<file path="src/hdl/csp_pkg.sv">
package csp_pkg;

  //////////////////////////////////////////////////////////////////////////
  // Register indices (byte address is four times the index)
  localparam logic [11:0] IDX_BUF_FIRST = 12'hf90;
  localparam logic [11:0] IDX_BUF_LAST  = 12'hf97;
  localparam logic [11:0] IDX_CTRL_ONE  = 12'hf98;
  localparam logic [11:0] IDX_CTRL_TWO  = 12'hf99;
  localparam logic [11:0] IDX_STATUS    = 12'hf99;
  localparam logic [11:0] IDX_CFG       = 12'hf9a;

  //////////////////////////////////////////////////////////////////////////
  // Field positions
  localparam int unsigned RUN_BIT    = 7;
  localparam int unsigned ABORT_BIT  = 6;
  localparam int unsigned MODE_LSB   = 3;
  localparam int unsigned SCK_LSB    = 0;
  localparam int unsigned WAIT_LSB   = 3;
  localparam int unsigned COUNT_LSB  = 0;
  localparam int unsigned STAT_XFER  = 7;
  localparam int unsigned STAT_SHIFT = 6;
  localparam int unsigned CFG_TAP    = 0;

  //////////////////////////////////////////////////////////////////////////
  // Values after reset
  localparam logic [2:0] MODE_RST  = 3'h0;
  localparam logic [2:0] SCK_RST   = 3'h0;
  localparam logic [1:0] WAIT_RST  = 2'h0;
  localparam logic [2:0] COUNT_RST = 3'h0;
  localparam logic       TAP_RST   = 1'b0;

  //////////////////////////////////////////////////////////////////////////
  // Transfer modes
  localparam logic [2:0] MODE_TX8  = 3'h0;
  localparam logic [2:0] MODE_TX4  = 3'h2;
  localparam logic [2:0] MODE_TRX8 = 3'h4;
  localparam logic [2:0] MODE_RX8  = 3'h5;
  localparam logic [2:0] MODE_RX4  = 3'h6;

  //////////////////////////////////////////////////////////////////////////
  // Serial clock selection and half periods in hclk cycles (slow tap: in lowclk rising edges)
  localparam logic [2:0]  CLK_SLOW       = 3'h0;
  localparam logic [2:0]  CLK_RSVD       = 3'h6;
  localparam logic [2:0]  CLK_EXT        = 3'h7;
  localparam logic [12:0] HALF_FC_SLOW   = 13'h1000;
  localparam logic [12:0] HALF_FS_SLOW   = 13'h0010;
  localparam logic [12:0] HALF_FC_CODE1  = 13'h0080;
  localparam logic [3:0]  BITS_WIDE      = 4'h8;
  localparam logic [3:0]  BITS_NARROW    = 4'h4;

  //////////////////////////////////////////////////////////////////////////
  // Sequencer states
  typedef enum logic [1:0] {
    ST_IDLE  = 2'b00,
    ST_SHIFT = 2'b01,
    ST_GAP   = 2'b10,
    ST_HOLD  = 2'b11
  } csp_state_e;

endpackage : csp_pkg

</file>
<file path="src/hdl/csp_port.sv">
// How it works
// - Internal clock: frame time is 1, 2, 4 or 8 transfer times.
// - Word count field selects one to eight words from entry zero.
// - 4-bit transfers use low nibble; received high nibble stored zero.
// - Transmit from lowest entry; received words stored lowest upward.
// - The word count is never changed by hardware.
// - Status bit 7 shows transfer active, bit 6 shift active.
// - Transfer flag drops at transfer end after stop, at once on abort.
// - Internal clock is driven on the clock pin, high at start.
// - Clock code picks divider, slow tap, reserved or external clock.
// - Internal clock stops and holds when buffer access is late.
// - Data out changes on falling clock, data in sampled on rising.
// - Words move least significant bit first.
// - Interrupt is raised once the programmed words have moved.
// - Next word loads after first bit; empty interrupt after last.
// - Missing data at burst end waits; a buffer write releases, in receive-only modes a buffer read instead.
// - Stop finishes the current word; abort stops at once.
// - External clock: no refill sends a dummy word, then ends; stop ends at the word end.
// - Mode field picks transmit, receive or both; others reserved.
// - Abort bit clears itself after the abort takes effect.
`timescale 1ns/1ps
module csp_port
  import csp_pkg::*;
#(
  parameter int unsigned BUF_WORDS = 8
) (
  // Clock and reset
  input  wire logic        hclk,
  input  wire logic        hresetn,
  // AHB-Lite slave
  input  wire logic        hsel,
  input  wire logic [31:0] haddr,
  input  wire logic [1:0]  htrans,
  input  wire logic        hwrite,
  input  wire logic [2:0]  hsize,
  input  wire logic [31:0] hwdata,
  input  wire logic        hready,
  output logic [31:0]      hrdata,
  output logic             hreadyout,
  output logic             hresp,
  // Serial pins
  input  wire logic        serial_clock_pin_i,
  output logic             serial_clock_pin_o,
  output logic             serial_clock_pin_oe,
  output logic             serial_out_pin,
  input  wire logic        serial_in_pin,
  input  wire logic        lowclk_pin,
  // Event
  output logic             port_irq
);

  if (BUF_WORDS != 8) begin : g_chk
    $error("csp_port: word count field serves exactly eight entries");
  end

  function automatic logic buf_hit(input logic [11:0] idx);
    buf_hit = (idx >= IDX_BUF_FIRST) && (idx <= IDX_BUF_LAST);
  endfunction : buf_hit

  function automatic logic [12:0] half_len(input logic [2:0] sel,
                                           input logic       tap);
    if (sel == CLK_SLOW) begin
      half_len = tap ? HALF_FS_SLOW : HALF_FC_SLOW;
    end else begin
      half_len = HALF_FC_CODE1 >> (sel - 3'h1);
    end
  endfunction : half_len

  //////////////////////////////////////////////////////////////////////////
  // Pin synchronisers
  logic [2:0] pin_raw;
  logic [2:0] lvl;
  logic [2:0] lvl_prev_reg;

  assign pin_raw = {lowclk_pin, serial_in_pin, serial_clock_pin_i};

  for (genvar g = 0; g < 3; g++) begin : g_sync
    csp_sync u_sync (
      .hclk    (hclk),
      .hresetn (hresetn),
      .pin_i   (pin_raw[g]),
      .level_o (lvl[g])
    );
  end

  always_ff @(posedge hclk or negedge hresetn) begin
    if (!hresetn) begin
      lvl_prev_reg <= 3'h7;
    end else begin
      lvl_prev_reg <= lvl;
    end
  end

  //////////////////////////////////////////////////////////////////////////
  // Bus slave
  logic        ap;
  logic        wr_pend_reg;
  logic        wr_pend_next;
  logic [11:0] wr_idx_reg;
  logic [11:0] wr_idx_next;
  logic [31:0] hrdata_reg;
  logic [31:0] hrdata_next;
  logic [7:0]  rd_val;
  logic        wr_c1;
  logic        wr_c2;
  logic        wr_cfg;
  logic        wr_buf;
  logic        rd_buf;

  csp_state_e  state_reg;
  csp_state_e  state_next;
  logic [7:0]  buf_reg [BUF_WORDS];
  logic [7:0]  buf_next [BUF_WORDS];
  logic        tap_reg;
  logic        xfer_act;
  logic        shift_act;

  assign ap        = hsel && hready && htrans[1];
  assign wr_c1     = wr_pend_reg && (wr_idx_reg == IDX_CTRL_ONE);
  assign wr_c2     = wr_pend_reg && (wr_idx_reg == IDX_CTRL_TWO);
  assign wr_cfg    = wr_pend_reg && (wr_idx_reg == IDX_CFG);
  assign wr_buf    = wr_pend_reg && buf_hit(wr_idx_reg);
  assign rd_buf    = ap && !hwrite && buf_hit(haddr[13:2]);
  assign xfer_act  = (state_reg != ST_IDLE);
  assign shift_act = (state_reg == ST_SHIFT);

  always_comb begin
    rd_val = 8'h00;
    if (buf_hit(haddr[13:2])) begin
      rd_val = buf_reg[haddr[4:2]];
    end else if (haddr[13:2] == IDX_STATUS) begin
      rd_val[STAT_XFER]  = xfer_act;
      rd_val[STAT_SHIFT] = shift_act;
    end else if (haddr[13:2] == IDX_CFG) begin
      rd_val[CFG_TAP] = tap_reg;
    end
    wr_pend_next = ap && hwrite;
    wr_idx_next  = ap ? haddr[13:2] : wr_idx_reg;
    hrdata_next  = hrdata_reg;
    if (ap && !hwrite) begin
      hrdata_next = {24'h000000, rd_val};
    end
  end

  always_ff @(posedge hclk or negedge hresetn) begin
    if (!hresetn) begin
      wr_pend_reg <= 1'b0;
      wr_idx_reg  <= 12'h000;
      hrdata_reg  <= 32'h00000000;
    end else begin
      wr_pend_reg <= wr_pend_next;
      wr_idx_reg  <= wr_idx_next;
      hrdata_reg  <= hrdata_next;
    end
  end

  assign hrdata    = hrdata_reg;
  assign hreadyout = 1'b1;
  assign hresp     = 1'b0;

  //////////////////////////////////////////////////////////////////////////
  // Transfer engine
  logic        run_reg,   run_next;
  logic        abort_reg, abort_next;
  logic [2:0]  mode_reg,  mode_next;
  logic [2:0]  sel_reg,   sel_next;
  logic [1:0]  wait_reg,  wait_next;
  logic [2:0]  count_reg, count_next;
  logic        tap_next;
  logic [2:0]  idx_reg,   idx_next;
  logic [3:0]  bit_reg,   bit_next;
  logic [7:0]  sr_reg,    sr_next;
  logic [7:0]  rx_reg,    rx_next;
  logic [7:0]  pend_reg,  pend_next;
  logic [12:0] div_reg,   div_next;
  logic [6:0]  gap_reg,   gap_next;
  logic        sck_reg,   sck_next;
  logic        oe_reg,    oe_next;
  logic        so_reg,    so_next;
  logic        irq_reg,   irq_next;
  logic        last_reg,  last_next;
  logic        acc_reg,   acc_next;
  logic        consume;
  logic        ext, four, is_rx, cfg_ok, tick, fall_ev, rise_ev;
  logic        word_end, burst, inc_en, counting;
  logic [3:0]  bits, mult_m1;
  logic [6:0]  gap_tgt;
  logic [2:0]  nidx;
  logic [7:0]  rx_sh, nx_word;
  logic        sr_lsb;

  assign ext      = (sel_reg == CLK_EXT);
  assign four     = (mode_reg == MODE_TX4) || (mode_reg == MODE_RX4);
  assign is_rx    = (mode_reg == MODE_TRX8) || (mode_reg == MODE_RX8) ||
                    (mode_reg == MODE_RX4);
  assign cfg_ok   = (four || mode_reg == MODE_TX8 || is_rx) &&
                    (sel_reg != CLK_RSVD);
  assign bits     = four ? BITS_NARROW : BITS_WIDE;
  assign mult_m1  = (4'h1 << wait_reg) - 4'h1;
  assign gap_tgt  = 7'(mult_m1) * 7'(bits) * 7'h02;
  assign counting = !ext && (state_reg == ST_SHIFT || state_reg == ST_GAP);
  assign inc_en   = !((sel_reg == CLK_SLOW) && tap_reg) ||
                    (lvl[2] && !lvl_prev_reg[2]);
  assign tick     = counting && inc_en &&
                    (div_reg == half_len(sel_reg, tap_reg) - 13'h0001);
  assign fall_ev  = (state_reg == ST_SHIFT) && (ext ?
                    (!lvl[0] && lvl_prev_reg[0]) : (tick && sck_reg));
  assign rise_ev  = (state_reg == ST_SHIFT) && (ext ?
                    (lvl[0] && !lvl_prev_reg[0]) : (tick && !sck_reg));
  assign word_end = rise_ev && (bit_reg == bits - 4'h1);
  assign burst    = (idx_reg == count_reg);
  assign nidx     = burst ? 3'h0 : idx_reg + 3'h1;
  assign rx_sh    = {lvl[1], rx_reg[7:1]};
  assign nx_word  = buf_reg[nidx];
  assign sr_lsb   = sr_reg[0];

  always_comb begin
    run_next   = run_reg;
    abort_next = 1'b0;
    mode_next  = mode_reg;
    sel_next   = sel_reg;
    wait_next  = wait_reg;
    count_next = count_reg;
    tap_next   = tap_reg;
    buf_next   = buf_reg;
    state_next = state_reg;
    idx_next   = idx_reg;
    bit_next   = bit_reg;
    sr_next    = sr_reg;
    rx_next    = rx_reg;
    pend_next  = pend_reg;
    gap_next   = gap_reg;
    sck_next   = sck_reg;
    so_next    = so_reg;
    last_next  = last_reg;
    irq_next   = 1'b0;
    consume    = 1'b0;
    oe_next    = !ext;
    div_next   = 13'h0000;
    if (counting && inc_en) begin
      div_next = tick ? 13'h0000 : div_reg + 13'h0001;
    end
    if (wr_c1) begin
      run_next   = hwdata[RUN_BIT];
      abort_next = hwdata[ABORT_BIT];
      mode_next  = hwdata[MODE_LSB +: 3];
      sel_next   = hwdata[SCK_LSB +: 3];
    end
    if (wr_c2) begin
      wait_next  = hwdata[WAIT_LSB +: 2];
      count_next = hwdata[COUNT_LSB +: 3];
    end
    if (wr_cfg) begin
      tap_next = hwdata[CFG_TAP];
    end
    if (wr_buf) begin
      buf_next[wr_idx_reg[2:0]] = hwdata[7:0];
    end
    case (state_reg)
      ST_IDLE: begin
        if (run_reg && !abort_reg && cfg_ok) begin
          state_next = ST_SHIFT;
          idx_next   = 3'h0;
          bit_next   = 4'h0;
          sr_next    = buf_reg[0];
          sck_next   = 1'b1;
          last_next  = 1'b0;
          consume    = 1'b1;
        end
      end
      ST_SHIFT: begin
        if (fall_ev) begin
          so_next = sr_reg[0];
          sr_next = {1'b0, sr_reg[7:1]};
          if (!ext) begin
            sck_next = 1'b0;
          end
          if (bit_reg == 4'h0) begin
            pend_next = nx_word;
          end
        end
        if (rise_ev) begin
          rx_next  = rx_sh;
          bit_next = bit_reg + 4'h1;
          if (!ext) begin
            sck_next = 1'b1;
          end
        end
        if (word_end) begin
          bit_next = 4'h0;
          idx_next = nidx;
          sr_next  = burst ? buf_reg[0] : pend_reg;
          if (is_rx && !last_reg) begin
            buf_next[idx_reg] = four ? {4'h0, rx_sh[7:4]} : rx_sh;
          end
          irq_next = burst && !last_reg;
          if (!run_reg || last_reg) begin
            state_next = ST_IDLE;
            run_next   = run_reg && !last_reg;
          end else if (burst && !acc_reg && !ext) begin
            state_next = ST_HOLD;
          end else if (burst && !acc_reg) begin
            last_next = 1'b1;
          end else begin
            consume  = burst;
            gap_next = 7'h00;
            if (!ext && gap_tgt != 7'h00) begin
              state_next = ST_GAP;
            end
          end
        end
      end
      ST_GAP: begin
        if (tick) begin
          gap_next = gap_reg + 7'h01;
          if (gap_reg == gap_tgt - 7'h01) begin
            state_next = ST_SHIFT;
          end
        end
      end
      ST_HOLD: begin
        if (!run_reg) begin
          state_next = ST_IDLE;
        end else if (acc_reg) begin
          state_next = ST_SHIFT;
          sr_next    = buf_reg[0];
          consume    = 1'b1;
        end
      end
      default: begin
        state_next = ST_IDLE;
      end
    endcase
    if (abort_reg) begin
      state_next = ST_IDLE;
      run_next   = 1'b0;
      sck_next   = 1'b1;
      irq_next   = 1'b0;
    end
    acc_next = (acc_reg && !consume) ||
               (is_rx && mode_reg != MODE_TRX8 ? rd_buf : wr_buf);
  end

  always_ff @(posedge hclk or negedge hresetn) begin
    if (!hresetn) begin
      run_reg   <= 1'b0;
      abort_reg <= 1'b0;
      mode_reg  <= MODE_RST;
      sel_reg   <= SCK_RST;
      wait_reg  <= WAIT_RST;
      count_reg <= COUNT_RST;
      tap_reg   <= TAP_RST;
      buf_reg   <= '{default: 8'h00};
      state_reg <= ST_IDLE;
      idx_reg   <= 3'h0;
      bit_reg   <= 4'h0;
      sr_reg    <= 8'h00;
      rx_reg    <= 8'h00;
      pend_reg  <= 8'h00;
      div_reg   <= 13'h0000;
      gap_reg   <= 7'h00;
      sck_reg   <= 1'b1;
      oe_reg    <= 1'b1;
      so_reg    <= 1'b1;
      irq_reg   <= 1'b0;
      last_reg  <= 1'b0;
      acc_reg   <= 1'b0;
    end else begin
      run_reg   <= run_next;
      abort_reg <= abort_next;
      mode_reg  <= mode_next;
      sel_reg   <= sel_next;
      wait_reg  <= wait_next;
      count_reg <= count_next;
      tap_reg   <= tap_next;
      buf_reg   <= buf_next;
      state_reg <= state_next;
      idx_reg   <= idx_next;
      bit_reg   <= bit_next;
      sr_reg    <= sr_next;
      rx_reg    <= rx_next;
      pend_reg  <= pend_next;
      div_reg   <= div_next;
      gap_reg   <= gap_next;
      sck_reg   <= sck_next;
      oe_reg    <= oe_next;
      so_reg    <= so_next;
      irq_reg   <= irq_next;
      last_reg  <= last_next;
      acc_reg   <= acc_next;
    end
  end

  assign serial_clock_pin_o  = sck_reg;
  assign serial_clock_pin_oe = oe_reg;
  assign serial_out_pin      = so_reg;
  assign port_irq            = irq_reg;
endmodule : csp_port

</file>
<file path="src/hdl/csp_sync.sv">
`timescale 1ns/1ps
module csp_sync (
  // Clock and reset
  input  wire logic hclk,
  input  wire logic hresetn,
  // Asynchronous input
  input  wire logic pin_i,
  // Settled level
  output logic      level_o
);

  logic s1_reg;
  logic s2_reg;
  logic s3_reg;
  logic level_reg;
  logic level_next;

  // Level follows once the second and third stages agree
  always_comb begin
    level_next = level_reg;
    if (s2_reg == s3_reg) begin
      level_next = s3_reg;
    end
  end

  always_ff @(posedge hclk or negedge hresetn) begin
    if (!hresetn) begin
      s1_reg    <= 1'b1;
      s2_reg    <= 1'b1;
      s3_reg    <= 1'b1;
      level_reg <= 1'b1;
    end else begin
      s1_reg    <= pin_i;
      s2_reg    <= s1_reg;
      s3_reg    <= s2_reg;
      level_reg <= level_next;
    end
  end

  assign level_o = level_reg;

endmodule : csp_sync

</file>
<file path="config.mk">
export PLATFORM = sky130hd
export DESIGN_NAME = csp_port
export DESIGN_NICKNAME = d
export VERILOG_FILES = /design/src/hdl/csp_pkg.sv /design/src/hdl/csp_port.sv /design/src/hdl/csp_sync.sv
export SDC_FILE = /design/constraint.sdc
export NUM_CORES = 1
export LEC_CHECK = 0
export BUFFER_PORTS_ARGS = -buffer_cell sky130_fd_sc_hd__buf_2
export CAP_MARGIN = 20
export CORE_AREA = 2 2 185 187
export CTS_BUF_LIST = sky130_fd_sc_hd__clkbuf_4 sky130_fd_sc_hd__clkbuf_8 sky130_fd_sc_hd__clkbuf_16
export CTS_CLUSTER_SIZE = 10
export DETAILED_ROUTE_END_ITERATION = 10
export DIE_AREA = 0 0 187 189
export PLACE_DENSITY_LB_ADDON = 0.1
export RECOVER_POWER = 100
export SLEW_MARGIN = 10
export SYNTH_ARGS = -nofsm -noshare
export SYNTH_HDL_FRONTEND = slang
export SYNTH_SLANG_ARGS = --single-unit
</file>
<file path="constraint.sdc">
create_clock -name hclk -period 4.3 [get_ports hclk]
set_input_delay 0.43 -clock hclk [delete_from_list [all_inputs] [get_ports hclk]]
set_output_delay 0.43 -clock hclk [all_outputs]
set_load 0.05 [all_outputs]
</file>
==> impl_metrics.env <==
export IMPL_clkLatencyLatePin_ns=0.45
export IMPL_tns_ns=0
export IMPL_netlist_area_sq_um=9916
export IMPL_cp_max_fo=11
export IMPL_dr_pass1_iters=4
export IMPL_ctsHtreeMaxLevel=4
export IMPL_ys_flop_type="dfrtp_1"
export IMPL_arrival_ns=4.07
export IMPL_cp_required_ns=4.58
export IMPL_largest_reg_flops=64
export IMPL_post_route_min_period_ns=3.791
export IMPL_cts_tree="done"
export IMPL_dieArea_sq_um=35340
export IMPL_path_buf_inv=2
export IMPL_status="finished, violations left"
export IMPL_clk_pin_slew_worst_paths_ns=0.07
export IMPL_cellPowerDensity_nw_per_um2=452.3
export IMPL_cpMaxStageDelayCell="or4b_1"
export IMPL_slew_violations=102
export IMPL_hold_depth=1
export IMPL_drc=0
export IMPL_grt_pass1_wl_um=46780
export IMPL_worst_ir_drop_vdd_v=0.0003247
export IMPL_pin_count=115
export IMPL_final_nets=1045
export IMPL_synth_cells=917
export IMPL_num_antenna_cells=0
export IMPL_cts_buffers=17
export IMPL_ys_seq_elements=171
export IMPL_postCtsSetupBuffers=0
export IMPL_ant_nets=0
export IMPL_cts_resized=0
export IMPL_path_delay_family="simple AND/OR/NAND/NOR gates"
export IMPL_root_buffer="clkbuf_16"
export IMPL_crit_cells=12
export IMPL_hp_class="input port to flip-flop"
export IMPL_instances_no_fill=1418
export IMPL_max_slew_margin_pct=-86.84
export IMPL_initial_utilization_pct=29.79
export IMPL_avgSynthCellArea_sq_um=10.81
export IMPL_final_period_utilization_pct=88.16
export IMPL_startpoint_type="flip-flop"
export IMPL_port_buffers=40
export IMPL_path_class="flip-flop to flip-flop"
export IMPL_via_count=7098
export IMPL_grt_max_degree=103
export IMPL_dp_hpwl_um=20470
export IMPL_gr_total_overflow=0
export IMPL_synth_edf_count=0
export IMPL_rows=67
export IMPL_crit_chain="and3_1 > inv_1 > ha_1 > nand3_1 > a21boi_0 > a311oi_1 > nor3_1 > and4_1 > nor2_4 > or4b_1 > clkbuf_2 > mux2i_1"
export IMPL_drive_above_1_share_pct=16.49
export IMPL_async_reset_ff_share_pct=100.0
export IMPL_syn_to_final_growth_pct=12.13
export IMPL_core_area_sq_um=33280
export IMPL_maxCapViolCount=1
export IMPL_synth_distinct_cells=71
export IMPL_die_h_um=189
export IMPL_cpPeakStageDelay_ns=0.53
export IMPL_hold_violations=0
export IMPL_cts_sinks=171
export IMPL_place_ws_ns=0.7330
export IMPL_setup_viol=0
export IMPL_worstRegToRegCells=12
export IMPL_vias_per_cell=5.006
export IMPL_post_route_worst_setup_slack_ns=0.5091
export IMPL_placedCellCount=1385
export IMPL_track_usage_pct=17.75
export IMPL_ys_seq_area_share_pct=43.37
export IMPL_worstMarginPinSlew_ns=2.803
export IMPL_violations="max-capacitance violations, max-slew violations"
export IMPL_max_freq_mhz=263.8
export IMPL_wire_per_inst_um=21.25
export IMPL_die_x_um=187
export IMPL_yosysWarnings=0
export IMPL_grt_setup_unrepaired="false"
export IMPL_hold_buffers=0
export IMPL_p_total_mw=5.029
export IMPL_cp_end_kind="flip-flop"
export IMPL_dr_first_iter_drc_count=418
export IMPL_grt_pass1_vias=7202
export IMPL_clockBufferDepth=2
export IMPL_p_leak_nw=4.894
export IMPL_clock_skew_ns=0.01548
export IMPL_grt_antenna_before_repair=0
export IMPL_routabilityCongestion=0.7718
export IMPL_finish_utilization_pct=33.41
export IMPL_wl_um=30140
area by class of cell:
class	instances	area, sq um
clock inverter	13	156.4
inverter	26	97.59
fill	3432	22160
timing repair buffer	73	397.9
clock buffer	19	446.7
sequential	171	4300
multi-input combinational	668	5159
tap	448	560.5
routing by layer:
metal	up-vias	global-route usage, %	routed length [um]
li1	3383	-	-
met1	3600	24.82	14510
met2	100	28.91	14390
met3	15	2.836	870
met4	0	3.999	367
met5	-	0	0
synthesized netlist by cell type (all sizes together) (7+ instances only):
master,instances,area (sq um)
a22oi,8,60.06
nand2b,10,62.56
a31oi,10,62.56
ha,11,137.6
xnor2,13,113.9
a21oi,36,180.2
mux2i,158,1582
o21ai,42,210.2
dfstp,17,446.7
mux2,31,349.1
nand3,23,115.1
clkbuf,26,97.59
nand2,49,183.9
nor4,9,116.4
xor2,11,96.34
nand3b,7,52.55
inv,26,97.59
nor3,17,90.09
and3,12,75.07
mux4,24,540.5
dfrtp,154,3854
nor2,68,265.3
buf,52,316.6
final timing paths:
| check | start | to | slack (ns) |
|---|---|---|---|
| setup / recovery | sel_reg[2]$_DFFE_PN0P_ | buf_reg[0]$_DFF_PN0_ | 0.51 |
| hold / removal | serial_in_pin | g_sync[1].u_sync.s1_reg$_DFF_PN1_ | 0.08 |
| setup reg to reg | sel_reg[2]$_DFFE_PN0P_ | buf_reg[0]$_DFF_PN0_ | 0.51 |
| hold reg to reg | g_sync[0].u_sync.s1_reg$_DFF_PN1_ | g_sync[0].u_sync.s2_reg$_DFF_PN1_ | 0.36 |
| max in group asynchronous | hresetn | buf_reg[14]$_DFF_PN0_ | 1.79 |
| min in group asynchronous | hresetn | div_reg[5]$_DFF_PN0_ | 0.82 |
cells in the final DEF, fill, tap and decap left out, types with 4 or more instances in the layout:
cell       count
xnor2_1       13
mux2i_1      158
clkbuf_2       5
conb_1        28
dfstp_1        5
nand4_1        6
nor2b_1        5
a22oi_1        8
clkbuf_1      22
and2_1         4
o2bb2ai_1      5
dfstp_2       12
inv_1         26
and3_1        12
ha_1          11
or4b_1         4
nand2_1       49
inv_6          5
o21ai_0       42
nor4_1         8
o211ai_1       6
dfrtp_1      154
nand3_1       23
nor2_1        66
mux4_2        24
a21oi_1       36
nor3_1        16
nand3b_1       7
or3_1          6
a31oi_1       10
buf_4         18
mux2_2        31
buf_2         27
a221oi_1       5
nand2b_1      10
xor2_1        11
clkbuf_16     17
power by group:
part | total [mW] | switching (mW) | internal, mW
registers | 1.90 | 0.134 | 1.76
logic | 1.49 | 0.959 | 0.536
clock network | 1.64 | 0.741 | 0.897
total | 5.03 | 1.83 | 3.20
cell families (layout without fill, tap and decap cells):
logic type,Yosys count,count (layout),share of synthesized area (%)
compound gates,147,147,9.451
xor+xnor,24,24,2.120
fa+ha+maj,14,14,1.691
buf+inv,104,131,5.161
flops,171,171,43.37
mux,213,213,24.92
other cells,2,28,0.07574
simple gates,242,242,13.21
metrics by stage:
| stage | hold WS [ns] | cell area (sq um) |
|---|---|---|
| floorplan | 0.1344 | 10010 |
| global placement | 0.3465 | 10630 |
| detailed placement | 0.3468 | 10630 |
| CTS | 0.06010 | 11240 |
| global route | 0.05419 | 11120 |
| finish | 0.08109 | 11120 |
(Power assumes the default switching activity.)
